### config.mk
export PLATFORM = sky130hd
export DESIGN_NAME = frequency_load_shedding_control
export DESIGN_NICKNAME = d
export VERILOG_FILES = /design/src/rtl/fls_pkg.sv /design/src/rtl/frequency_load_shedding_control.sv
export SDC_FILE = /design/constraint.sdc
export NUM_CORES = 1
export LEC_CHECK = 0
export BUFFER_PORTS_ARGS = -buffer_cell sky130_fd_sc_hd__buf_2
export CAP_MARGIN = 10
export CELL_PAD_IN_SITES_DETAIL_PLACEMENT = 2
export CELL_PAD_IN_SITES_GLOBAL_PLACEMENT = 2
export CORE_ASPECT_RATIO = 1.5
export CORE_UTILIZATION = 33
export DETAILED_ROUTE_END_ITERATION = 16
export GPL_TIMING_DRIVEN = 1
export HOLD_SLACK_MARGIN = 0.15
export PLACE_DENSITY = 0.75
export SLEW_MARGIN = 15
export SYNTH_ARGS = -nofsm -noshare
export SYNTH_HDL_FRONTEND = slang
export SYNTH_SLANG_ARGS = --single-unit
### constraint.sdc
create_clock -name clk_sys -period 5 [get_ports clk_sys]
set_input_delay 0.25 -clock clk_sys [delete_from_list [all_inputs] [get_ports clk_sys]]
set_output_delay 0.25 -clock clk_sys [all_outputs]
set_load 0.1 [all_outputs]
### src/rtl/fls_pkg.sv
package fls_pkg;
    // register byte offsets
    localparam logic [7:0] OFS_CTRL = 8'h00;
    localparam logic [7:0] OFS_BLK_SEL = 8'h04;
    localparam logic [7:0] OFS_UV_SET = 8'h08;
    localparam logic [7:0] OFS_TIMING = 8'h0c;
    localparam logic [7:0] OFS_OF1_SET = 8'h10;
    localparam logic [7:0] OFS_UF1_SET = 8'h14;
    localparam logic [7:0] OFS_ROC1_SET = 8'h18;
    localparam logic [7:0] OFS_STATUS = 8'h1c;
    localparam logic [7:0] OFS_INT_STAT = 8'h20;
    localparam logic [7:0] OFS_INT_MASK = 8'h24;

    // values after reset (voltage in 0.1 V, frequency in 10 mHz, rate in 10 mHz/s)
    localparam logic [6:0] RST_CTRL = 7'h00;
    localparam logic [11:0] RST_BLK_SEL = 12'h000;
    localparam logic [15:0] RST_UV_SET = 16'h0014;
    localparam logic [4:0] RST_ACT_HALF = 5'h06;
    localparam logic [3:0] RST_RESET_CYC = 4'h0;
    localparam logic [15:0] RST_OF1_SET = 16'h1b58;
    localparam logic [15:0] RST_UF1_SET = 16'h0fa0;
    localparam logic [15:0] RST_ROC1_FREQ = 16'h0fa0;
    localparam logic [15:0] RST_ROC1_RATE = 16'hff9c;
    localparam logic [3:0] RST_INT = 4'h0;

    // field positions
    localparam int TIM_RESET_LSB = 8;
    localparam int ROC_RATE_LSB = 16;

    // measurement limits and counts
    localparam logic [15:0] MIN_FREQ_VOLTAGE = 16'h0014;
    localparam logic [3:0] UV_RESET_CYCLES = 4'ha;
    localparam logic [4:0] UV_RESET_PCT = 5'h15;
    localparam logic [4:0] UV_BASE_PCT = 5'h14;
    localparam logic [15:0] FREQ_HYST = 16'h0001;
    localparam logic [4:0] ROC_MIN_HALF = 5'h0a;

    // element indices
    localparam int EL_OF = 0;
    localparam int EL_UF = 1;
    localparam int EL_ROC = 2;
    localparam int NUM_EL = 3;

    // interrupt bit positions
    localparam int EV_OPEN = 0;
    localparam int EV_CLOSE = 1;
    localparam int EV_ANNUL = 2;
    localparam int EV_UV = 3;

    typedef enum logic [0:0] {
        LS_IDLE = 1'b0,
        LS_SHED = 1'b1
    } ls_state_t;

    typedef struct packed {
        logic [2:0] elem_en;
        logic freq_src_vab;
        logic shed_type_roc;
        logic shed_en;
        logic switching_permission;
    } ctrl_t;

    typedef struct packed {
        logic [15:0] voltage;
        logic [15:0] freq;
    } meas_t;
endpackage

### src/rtl/frequency_load_shedding_control.sv
// The address map and register access over APB were chosen for this implementation.
`timescale 1ns/1ps
module frequency_load_shedding_control
    import fls_pkg::*;
(
    input wire logic clk_sys,
    input wire logic rst_b,
    input wire logic [7:0] paddr,
    input wire logic psel,
    input wire logic penable,
    input wire logic pwrite,
    input wire logic [31:0] pwdata,
    output logic [31:0] prdata,
    output logic pready,
    output logic pslverr,
    input wire logic [7:0] contact_inputs,
    input wire meas_t meas_va,
    input wire meas_t meas_vab,
    input wire logic [15:0] rate_of_change,
    input wire logic half_cycle_tick,
    input wire logic cycle_tick,
    input wire logic breaker_open_status,
    input wire logic trip_circuit_supervision_failure,
    output logic [2:0] element_trip,
    output logic frequency_elements_blocked,
    output logic open_cmd,
    output logic close_cmd,
    output logic close_command_annulled,
    output logic irq
);
    // reset release through two flops
    logic rst_meta_b;
    logic rst_sync_b;
    always_ff @(posedge clk_sys or negedge rst_b)
    begin
        if (!rst_b)
        begin
            rst_meta_b <= 1'b0;
            rst_sync_b <= 1'b0;
        end
        else
        begin
            rst_meta_b <= 1'b1;
            rst_sync_b <= rst_meta_b;
        end
    end

    // mapped contact picked by a 4-bit selector: bit3 enables, bits 2:0 index
    function automatic logic pick_contact(input logic [7:0] contacts, input logic [3:0] sel);
        pick_contact = sel[3] & contacts[sel[2:0]];
    endfunction

    // software registers
    ctrl_t ctrl;
    logic [11:0] blk_sel;
    logic [15:0] uv_set;
    logic [4:0] act_half;
    logic [3:0] reset_cyc;
    logic [15:0] of1_set;
    logic [15:0] uf1_set;
    logic [15:0] roc1_freq;
    logic [15:0] roc1_rate;
    logic [3:0] int_stat;
    logic [3:0] int_mask;

    // apb decode, zero wait states
    wire wr_en = psel & penable & pwrite;
    wire hit_ctrl = paddr == OFS_CTRL;
    wire hit_blk = paddr == OFS_BLK_SEL;
    wire hit_uv = paddr == OFS_UV_SET;
    wire hit_tim = paddr == OFS_TIMING;
    wire hit_of = paddr == OFS_OF1_SET;
    wire hit_uf = paddr == OFS_UF1_SET;
    wire hit_roc = paddr == OFS_ROC1_SET;
    wire hit_stat = paddr == OFS_STATUS;
    wire hit_ist = paddr == OFS_INT_STAT;
    wire hit_imk = paddr == OFS_INT_MASK;
    wire hit_any = hit_ctrl | hit_blk | hit_uv | hit_tim | hit_of | hit_uf | hit_roc | hit_stat | hit_ist | hit_imk;
    assign pready = 1'b1;
    assign pslverr = psel & penable & ~hit_any;

    always_ff @(posedge clk_sys or negedge rst_sync_b)
    begin
        if (!rst_sync_b)
        begin
            ctrl <= ctrl_t'(RST_CTRL);
            blk_sel <= RST_BLK_SEL;
            uv_set <= RST_UV_SET;
            act_half <= RST_ACT_HALF;
            reset_cyc <= RST_RESET_CYC;
            of1_set <= RST_OF1_SET;
            uf1_set <= RST_UF1_SET;
            roc1_freq <= RST_ROC1_FREQ;
            roc1_rate <= RST_ROC1_RATE;
            int_mask <= RST_INT;
        end
        else if (wr_en)
        begin
            if (hit_ctrl) ctrl <= ctrl_t'(pwdata[6:0]);
            if (hit_blk) blk_sel <= pwdata[11:0];
            if (hit_uv) uv_set <= pwdata[15:0];
            if (hit_tim) act_half <= pwdata[4:0];
            if (hit_tim) reset_cyc <= pwdata[TIM_RESET_LSB +: 4];
            if (hit_of) of1_set <= pwdata[15:0];
            if (hit_uf) uf1_set <= pwdata[15:0];
            if (hit_roc) roc1_freq <= pwdata[15:0];
            if (hit_roc) roc1_rate <= pwdata[ROC_RATE_LSB +: 16];
            if (hit_imk) int_mask <= pwdata[3:0];
        end
    end

    // measurement source: the side that keeps voltage after shedding
    meas_t meas;
    assign meas = ctrl.freq_src_vab ? meas_vab : meas_va;

    // voltage too low to measure any frequency
    wire below_min = meas.voltage < MIN_FREQ_VOLTAGE;

    // undervoltage supervisor with hysteresis and a stability count
    logic uv_pick;
    logic [3:0] uv_cnt;
    wire uv_at_pickup = meas.voltage <= uv_set;
    wire [20:0] v_scaled = {5'h00, meas.voltage} * {16'h0000, UV_BASE_PCT};
    wire [20:0] set_scaled = {5'h00, uv_set} * {16'h0000, UV_RESET_PCT};
    wire uv_above_reset = v_scaled >= set_scaled;
    // held picked up out of reset so nothing trips before voltage is proven stable
    always_ff @(posedge clk_sys or negedge rst_sync_b)
    begin
        if (!rst_sync_b)
        begin
            uv_pick <= 1'b1;
            uv_cnt <= 4'h0;
        end
        else if (uv_at_pickup)
        begin
            uv_pick <= 1'b1;
            uv_cnt <= 4'h0;
        end
        else if (!uv_above_reset)
            uv_cnt <= 4'h0; // any dip restarts the count
        else if (uv_pick && uv_cnt == UV_RESET_CYCLES)
        begin
            uv_pick <= 1'b0;
            uv_cnt <= 4'h0;
        end
        else if (uv_pick && cycle_tick)
            uv_cnt <= uv_cnt + 4'h1;
    end

    wire inhibit = uv_pick | below_min;
    assign frequency_elements_blocked = inhibit;

    // load shedding state; the latched shed trip leaves this module only through the status register
    ls_state_t state;
    wire shed_latched = state == LS_SHED;
    wire shed_mode = ctrl.shed_en;

    // per-element blocking, pickup and clear conditions
    wire [2:0] elem_block;
    wire [2:0] set_cond;
    wire [2:0] clr_cond;
    wire [2:0] gate;
    wire [4:0] act_roc = act_half < ROC_MIN_HALF ? ROC_MIN_HALF : act_half;
    assign set_cond[EL_OF] = meas.freq >= of1_set;
    assign clr_cond[EL_OF] = meas.freq < of1_set - FREQ_HYST;
    assign set_cond[EL_UF] = meas.freq <= uf1_set;
    assign clr_cond[EL_UF] = meas.freq > uf1_set + FREQ_HYST;
    assign set_cond[EL_ROC] = (meas.freq <= roc1_freq) && ($signed(rate_of_change) <= $signed(roc1_rate));
    assign clr_cond[EL_ROC] = !set_cond[EL_ROC];
    // with shedding enabled, overfrequency 1 only runs while the shed trip is latched and the breaker is open
    wire of_shed_gate = !shed_mode || (shed_latched && breaker_open_status);

    genvar gi;
    generate
        for (gi = 0; gi < NUM_EL; gi++)
        begin : g_el
            logic [4:0] pk_cnt;
            logic [3:0] rs_cnt;
            wire [4:0] need = gi == EL_ROC ? act_roc : act_half;
            assign elem_block[gi] = pick_contact(contact_inputs, blk_sel[4*gi +: 4]);
            assign gate[gi] = ctrl.elem_en[gi] & ~elem_block[gi] & ~inhibit & (gi != EL_OF || of_shed_gate);
            // losing the gate clears the trip, which covers late blocking and latch release
            always_ff @(posedge clk_sys or negedge rst_sync_b)
            begin
                if (!rst_sync_b)
                begin
                    element_trip[gi] <= 1'b0;
                    pk_cnt <= 5'h00;
                    rs_cnt <= 4'h0;
                end
                else if (!gate[gi])
                begin
                    element_trip[gi] <= 1'b0;
                    pk_cnt <= 5'h00;
                    rs_cnt <= 4'h0;
                end
                else if (!element_trip[gi])
                begin
                    rs_cnt <= 4'h0;
                    if (!set_cond[gi])
                        pk_cnt <= 5'h00;
                    else if (pk_cnt >= need)
                        element_trip[gi] <= 1'b1;
                    else if (half_cycle_tick)
                        pk_cnt <= pk_cnt + 5'h01;
                end
                else if (!clr_cond[gi])
                    rs_cnt <= 4'h0;
                else if (rs_cnt >= reset_cyc)
                begin
                    element_trip[gi] <= 1'b0;
                    pk_cnt <= 5'h00;
                    rs_cnt <= 4'h0;
                end
                else if (cycle_tick)
                    rs_cnt <= rs_cnt + 4'h1;
            end
        end
    endgenerate

    // controller: rising edge of the chosen shed trip opens, overfrequency 1 restores
    logic shed_prev;
    logic of_prev;
    wire shed_src = ctrl.shed_type_roc ? element_trip[EL_ROC] : element_trip[EL_UF];
    wire permit = ctrl.switching_permission & ~frequency_elements_blocked;
    wire shed_go = shed_mode && permit && shed_src && !shed_prev;
    wire close_due = permit && element_trip[EL_OF] && !of_prev && breaker_open_status;
    always_ff @(posedge clk_sys or negedge rst_sync_b)
    begin
        if (!rst_sync_b)
        begin
            state <= LS_IDLE;
            shed_prev <= 1'b0;
            of_prev <= 1'b0;
            open_cmd <= 1'b0;
            close_cmd <= 1'b0;
            close_command_annulled <= 1'b0;
        end
        else
        begin
            shed_prev <= shed_src;
            of_prev <= element_trip[EL_OF];
            open_cmd <= 1'b0;
            close_cmd <= 1'b0;
            close_command_annulled <= 1'b0;
            case (state)
                LS_IDLE:
                begin
                    if (shed_go)
                    begin
                        open_cmd <= 1'b1;
                        state <= LS_SHED;
                    end
                end
                LS_SHED:
                begin
                    if (!shed_mode)
                        state <= LS_IDLE;
                    else if (close_due)
                    begin
                        close_cmd <= !trip_circuit_supervision_failure;
                        close_command_annulled <= trip_circuit_supervision_failure;
                        state <= LS_IDLE;
                    end
                end
                default: state <= LS_IDLE;
            endcase
        end
    end

    // sticky event bits: a new event wins over a same-cycle write-one clear
    wire [3:0] events = {uv_at_pickup & ~uv_pick, close_command_annulled, close_cmd, open_cmd};
    wire [3:0] clr_mask = (wr_en && hit_ist) ? pwdata[3:0] : 4'h0;
    always_ff @(posedge clk_sys or negedge rst_sync_b)
    begin
        if (!rst_sync_b)
            int_stat <= RST_INT;
        else
            int_stat <= (int_stat & ~clr_mask) | events;
    end
    assign irq = |(int_stat & int_mask);

    // read mux
    wire [31:0] status_word = {26'h0, state, shed_latched, uv_pick, element_trip};
    always_comb
    begin
        prdata = 32'h0000_0000;
        if (hit_ctrl) prdata = {25'h0, ctrl};
        if (hit_blk) prdata = {20'h0, blk_sel};
        if (hit_uv) prdata = {16'h0, uv_set};
        if (hit_tim) prdata = {20'h0, reset_cyc, 3'h0, act_half};
        if (hit_of) prdata = {16'h0, of1_set};
        if (hit_uf) prdata = {16'h0, uf1_set};
        if (hit_roc) prdata = {roc1_rate, roc1_freq};
        if (hit_stat) prdata = status_word;
        if (hit_ist) prdata = {28'h0, int_stat};
        if (hit_imk) prdata = {28'h0, int_mask};
    end
endmodule

* Word-level counts from Yosys, hierarchy flattened
Index checks and enable logic that the tools add are counted.
** Storage, ports and cells
- Register bits :: 159
- Output and inout port bits :: 42
- Memory bits (writable) :: 0
- Input bits :: 137
- ROM bits :: 0
- Latch bits :: 0
- Memories :: 0
** Operators by class
- Bitwise logic cells :: 36
- Shift operators :: 0
- Div/mod/pow operators :: 0
- Add/subtract/negate cells :: 9
- Muxes and demuxes :: 92
- Reduce and logical (&&, ||, !) cells :: 32
- $lt $le $gt $ge :: 19
- Equal/unequal tests :: 26
- Multipliers :: 2
** Operators by type and width (number)
- $mux W32 :: 5
- $mux W5 :: 22
- $mux W4 :: 20
- $le A16 B16 Y1 :: 4
- $mux W16 :: 4
- $mux W1 :: 35
- $eq A8 B5 Y1 const B :: 4
- $ge A21 B21 Y1 :: 1
- $mul A16 B5 Y21 const B :: 1
- $mul A16 B3 Y19 const B :: 1
- $reduce_and A2 Y1 :: 9
- $add A16 B1 Y16 const B :: 1
- $add A4 B1 Y4 const B :: 4
- $eq A8 B4 Y1 const B :: 2
- $eq A8 B6 Y1 const B :: 2
- $ge A16 B16 Y1 :: 1
- $gt A16 B16 Y1 :: 1
- $lt A16 B16 Y1 :: 1
- $lt A16 B5 Y1 const B :: 1
- $ne A4 B4 Y1 const B :: 4
- $sub A16 B1 Y16 const B :: 1
- $add A5 B1 Y5 const B :: 3
- $and A1 B1 Y1 :: 15
- $ge A5 B5 Y1 :: 3
- 26 further kinds :: 71

* Logic depth before layout (Yosys ltp)
- Depth in word-level cells :: 12
- Mapped depth :: 23
- Depth with buffers taken out :: 22

* Worst setup path before layout
OpenSTA, ideal clock, no wires.
- Path type :: register to register
- Start :: register ctrl[3] in the netlist's numbering
- End :: register uv_cnt[0]
- Library setup time :: 0.134 ns
- Setup slack :: 0.263 ns
- Stages on the path, launching flop included :: 22
- Required time :: 4.866 ns
- Arrival :: 4.603 ns
- Path buffers :: 2
- Cell sequence :: dfrtp_1 buf_4 clkbuf_1 mux2_2 ha_1 ha_1 a21o_1 a21oi_1 nor2b_1 o21a_1 o41ai_2 o21ai_1 or4_1 nand3_1 xnor2_1 ha_1 a21oi_1 o21ai_0 a221oi_1 nand2_1 nand2_1 nor3_1
** Between the ends
- Cells in the longest elaborated chain, start to end :: 5
- Elaborated cells on any way between the ends :: 7
- Those cells by class :: 1 x mul; 2 x order compare; 1 x eq/ne; 3 x mux
** Ends and longest elaborated chain
- start, declared :: line frequency_load_shedding_control.sv:54 : ctrl_t ctrl;
- start signal, assigned :: line frequency_load_shedding_control.sv:86 : ctrl <= ctrl_t'(RST_CTRL);
- start signal, assigned :: line frequency_load_shedding_control.sv:99 : if (hit_ctrl) ctrl <= ctrl_t'(pwdata[6:0]);
- $mux W32 (*) :: line frequency_load_shedding_control.sv:114 : assign meas = ctrl.freq_src_vab ? meas_vab : meas_va;
- $mul A16 B3 Y19 :: line frequency_load_shedding_control.sv:123 : wire [20:0] v_scaled = {5'h00, meas.voltage} * {16'h0000, UV_BASE_PCT};
- $ge A21 B21 Y1 :: line frequency_load_shedding_control.sv:125 : wire uv_above_reset = v_scaled >= set_scaled;
- $mux W4 :: line frequency_load_shedding_control.sv:139 : else if (!uv_above_reset)
- $mux W4 :: line frequency_load_shedding_control.sv:134 : else if (uv_at_pickup)
- end signal, assigned :: line frequency_load_shedding_control.sv:147 : uv_cnt <= uv_cnt + 4'h1;
- end, declared :: line frequency_load_shedding_control.sv:121 : logic [3:0] uv_cnt;
Every way passes the cells marked *; elsewhere a longest branch is shown, timed or not.
A chain may end at the register's enable or synchronous reset.

* Worst setup path in the final report
Ends and elaborated chain as after synthesis.

==> results.yml <==
status:
  status: "completed"
yosys:
  synthTopCellsByArea: "ha_1 22%, dfrtp_1 22%, dfstp_2 6.6%, mux2_2 4.6%, o21ai_0 4.3%"
  post-synth-top-count-cell: "ha_1"
  ys.flop_type: "dfrtp_1"
  ys_warn_count: 0
  avgSynthCellArea_sq_um: 9.05
  netlist_instances: 1573
  netlist_area_sq_um: 14200
  synth_top_area_cell: "ha_1"
  yosysSeqAreaShare: 0.283
  ys_ff_latch: 159
  yosys-top-cells-count: "248 x ha_1, 156 x nand2_1, 132 x inv_1"
  synth-edff-count: 0
  async_reset_ff_frac: 1.00
  synthDominantCellAreaShare: 0.218
  synth_cell_types: 80
sta:
  max_slew_margin: 0.258
  worst_pin_slew_ns: 1.11
  hold_viol: 0
  report.final.slew_viol_count: 0
  fin_skew_ns: 0.0102
  min_period_over_period: 0.956
  fin_ws_ns: 0.218
  fin_tns_setup_ns: 0
  setup_viol: 0
  min_period_ns: 4.78
  fmax_mhz: 209
job:
  drv_cap: 0
critical_path:
  path_class: "reg -> reg"
  critPathMaxFanout: 8
  crit_top_cell: "ha_1"
  slowest_stage: "or4_1"
  r2r-end: "uv_cnt[0]"
  crit_arrival_ns: 5.11
  worstRegToRegCells: 20
  path_cells: "buf_4 > mux2_2 > ha_1 > ha_1 > a21o_1 > a21oi_2 > nor2b_1 > o21a_1 > o41ai_4 > o21ai_2 > or4_1 > nand3_2 > xnor2_1 > ha_1 > a21oi_1 > o21ai_1 > a221oi_4 > nand2_2 > nand2_4 > nor3_1"
  setup.worst_path.start_class: "flop"
  cpPeakStageDelay_ns: 0.50
  cp-end-kind: "flop"
  required_ns: 5.32
  r2r-start: "ctrl[3]"
  reg2reg_setup_slack_ns: 0.22
pwr:
  power.share.combinational: 0.340
  clkPwrFrac: 0.344
  power_switching_uw: 1520
  p_sw_frac: 0.357
  pwr_density_cell_nw_per_um2: 249
  intPower_uw: 2740
  p_seq_frac: 0.316
  peakVddDrop_uv: 256
  leakagePower_uw: 0.00854
floorplan:
  row_count: 92
  die_w_microns: 172
  die_area_sq_um: 44000
  core_area_sq_um: 42200
  fp.dieH_microns: 256
  io_pins: 179
  start_util: 0.337
routing:
  routed_wl_microns: 55700
  drt_iter0_drc: 476
  ant_nets: 0
  drcViolationCount: 0
  avgRoutedWirePerCell_microns: 23.6
  viasPerCell: 5.58
  dr_total_vias: 13206
  drt_pass1_iterations: 7
clocking:
  ctsLongestPathBuffers: 2
  cts_tree: "done"
  cts.root.buffer_cell: "clkbuf_16"
  cts.sinks: 159
  htree_levels: 4
  path_clk_slew_ns: 0.08
  cts-buffers-inserted: 17
  clock_latency_ns: 0.47
global_routing:
  gr-total-overflow: 0
  grt_start_max_net_pins: 113
  grt_pass1_wl_microns: 85800
  antenna_found_initial: 1
  grt_pass1_vias: 15264
  track_usage: 0.259
finish:
  nFillCells: 4737
  area_growth_pct: 20.3
  fin_util: 0.405
  multi_input_area_sq_um: 9790
  num_antenna_cells: 0
  seq_area_sq_um: 4030
  drive_gt1_frac: 0.223
  nNetsFinal: 2185
worst_hold_path:
  hold_path_depth: 3
  hp-start: "pwdata[6]"
  hold_path_class: "in -> reg"
  min_to: "uf1_set[6]"
placement:
  portBuffers: 177
  dp_slack_ns: -0.456
  gp_congestion: 0.850
  place.detailed.hpwl_microns: 44300
## per-layer routing
layer,wire length [microns],GRT usage
met2,30300,0.498
met5,12,0
met4,3210,0.145
met3,1460,0.0282
met1,20800,0.265
## state kept, by name (all words and copies together), names as in the netlist, 12 cells and up
register / count
g_el.pk_cnt: 15
uv_set: 16
roc1_freq: 16
uf1_set: 16
of1_set: 16
blk_sel: 12
g_el.rs_cnt: 12
roc1_rate: 16
## power groups by stage
| stage | registers (uW) | logic, uW | clock network, uW |
|---|---|---|---|
| 5_1_grt | 1350 | 1600 | 1530 |
| 3_5_place_dp | 1370 | 1300 | 0 |
| 3_3_place_gp | 1370 | 1230 | 0 |
| 2_1_floorplan | 1370 | 854 | 0 |
| 4_1_cts | 1350 | 1360 | 1480 |
| 6_report | 1350 | 1450 | 1470 |
## worst max-delay path, delay by kind of cell, from the launching register on
family / cells / cell delay, ns
AO/OA/AOI/OAI: 8 / 1.67
flip-flops: 1 / 0.49
adder cells (fa/ha/maj): 3 / 0.80
buffers and inverters: 1 / 0.15
multiplexers: 1 / 0.36
XOR/XNOR: 1 / 0.14
AND/OR/NAND/NOR: 6 / 1.05
## metrics by stage
stage               instance area [sq um]  hold WS (ns)  power, uW  instances
detailed placement                  15900        0.0406       2680       2303
global placement                    15900        0.0356       2600       2303
CTS                                 16900         0.154       4190       2364
floorplan                           14200       -0.0456       2220       1574
global route                        17100         0.180       4470       2367
finish                              17100         0.167       4260       2367
## area by class of cell
cell class | count | area share
Clock inverter | 15 | 0.0115
Tap cell | 564 | 0.0412
Sequential cell | 159 | 0.235
Multi-Input combinational cell | 1237 | 0.572
Clock buffer | 17 | 0.0248
Inverter | 133 | 0.0293
Timing Repair Buffer | 242 | 0.0860
## repair_timing
action / 4_1_cts / 5_1_grt
setup endpoints to repair: 5 / 5
endpoints found under the hold margin: 47 / 0
hold buffers: 28 / 0
pin swaps: 3 / 10
gates resized for setup: 10 / 42
buffers inserted: 1 / 3
gates cloned: 0 / 0
## cells in the final DEF (no fill, tap or decap), drive strengths merged, types with 8 or more instances in the layout
master / instances
o21bai: 10
mux2i: 18
xnor2: 52
dlygate4sd3: 28
o21ai: 155
inv: 141
nor3: 43
dfrtp: 123
nand2: 156
dfstp: 36
nand4: 29
xor2: 18
nand2b: 18
a21o: 48
a22oi: 21
nor2b: 13
clkbuf: 17
nand3: 32
buf: 214
a21oi: 68
fa: 10
nor2: 79
ha: 248
o21a: 17
nor4: 13
and3: 8
mux2: 63
## how the worst max path moves through the flow
stage / start / to / depth (start not counted)
after floorplan: ctrl[3] / uv_cnt[0] / 21
after global placement: uv_set[7] / uv_cnt[1] / 21
after detailed placement: uv_set[7] / uv_cnt[1] / 21
after CTS: uv_set[3] / uv_cnt[1] / 22
after global routing: ctrl[3] / uv_cnt[0] / 20
final: ctrl[3] / uv_cnt[0] / 20
## logic make-up (layout without fill, tap and decap cells)
kind of cell               after synthesis  count (layout)  share of synthesized area
muxes                                   88              88                     0.0741
other                                    1               2                   0.000264
and+or+nand+nor                        430             430                      0.147
DFF                                    159             159                      0.283
buffers and inverters                  178             407                     0.0495
adders and majority gates              258             258                      0.232
xor gates and xnor gates                70              70                     0.0431
AOI/OAI and AO/OA                      389             389                      0.171
Note: power is estimated with default switching activity, not from simulation.
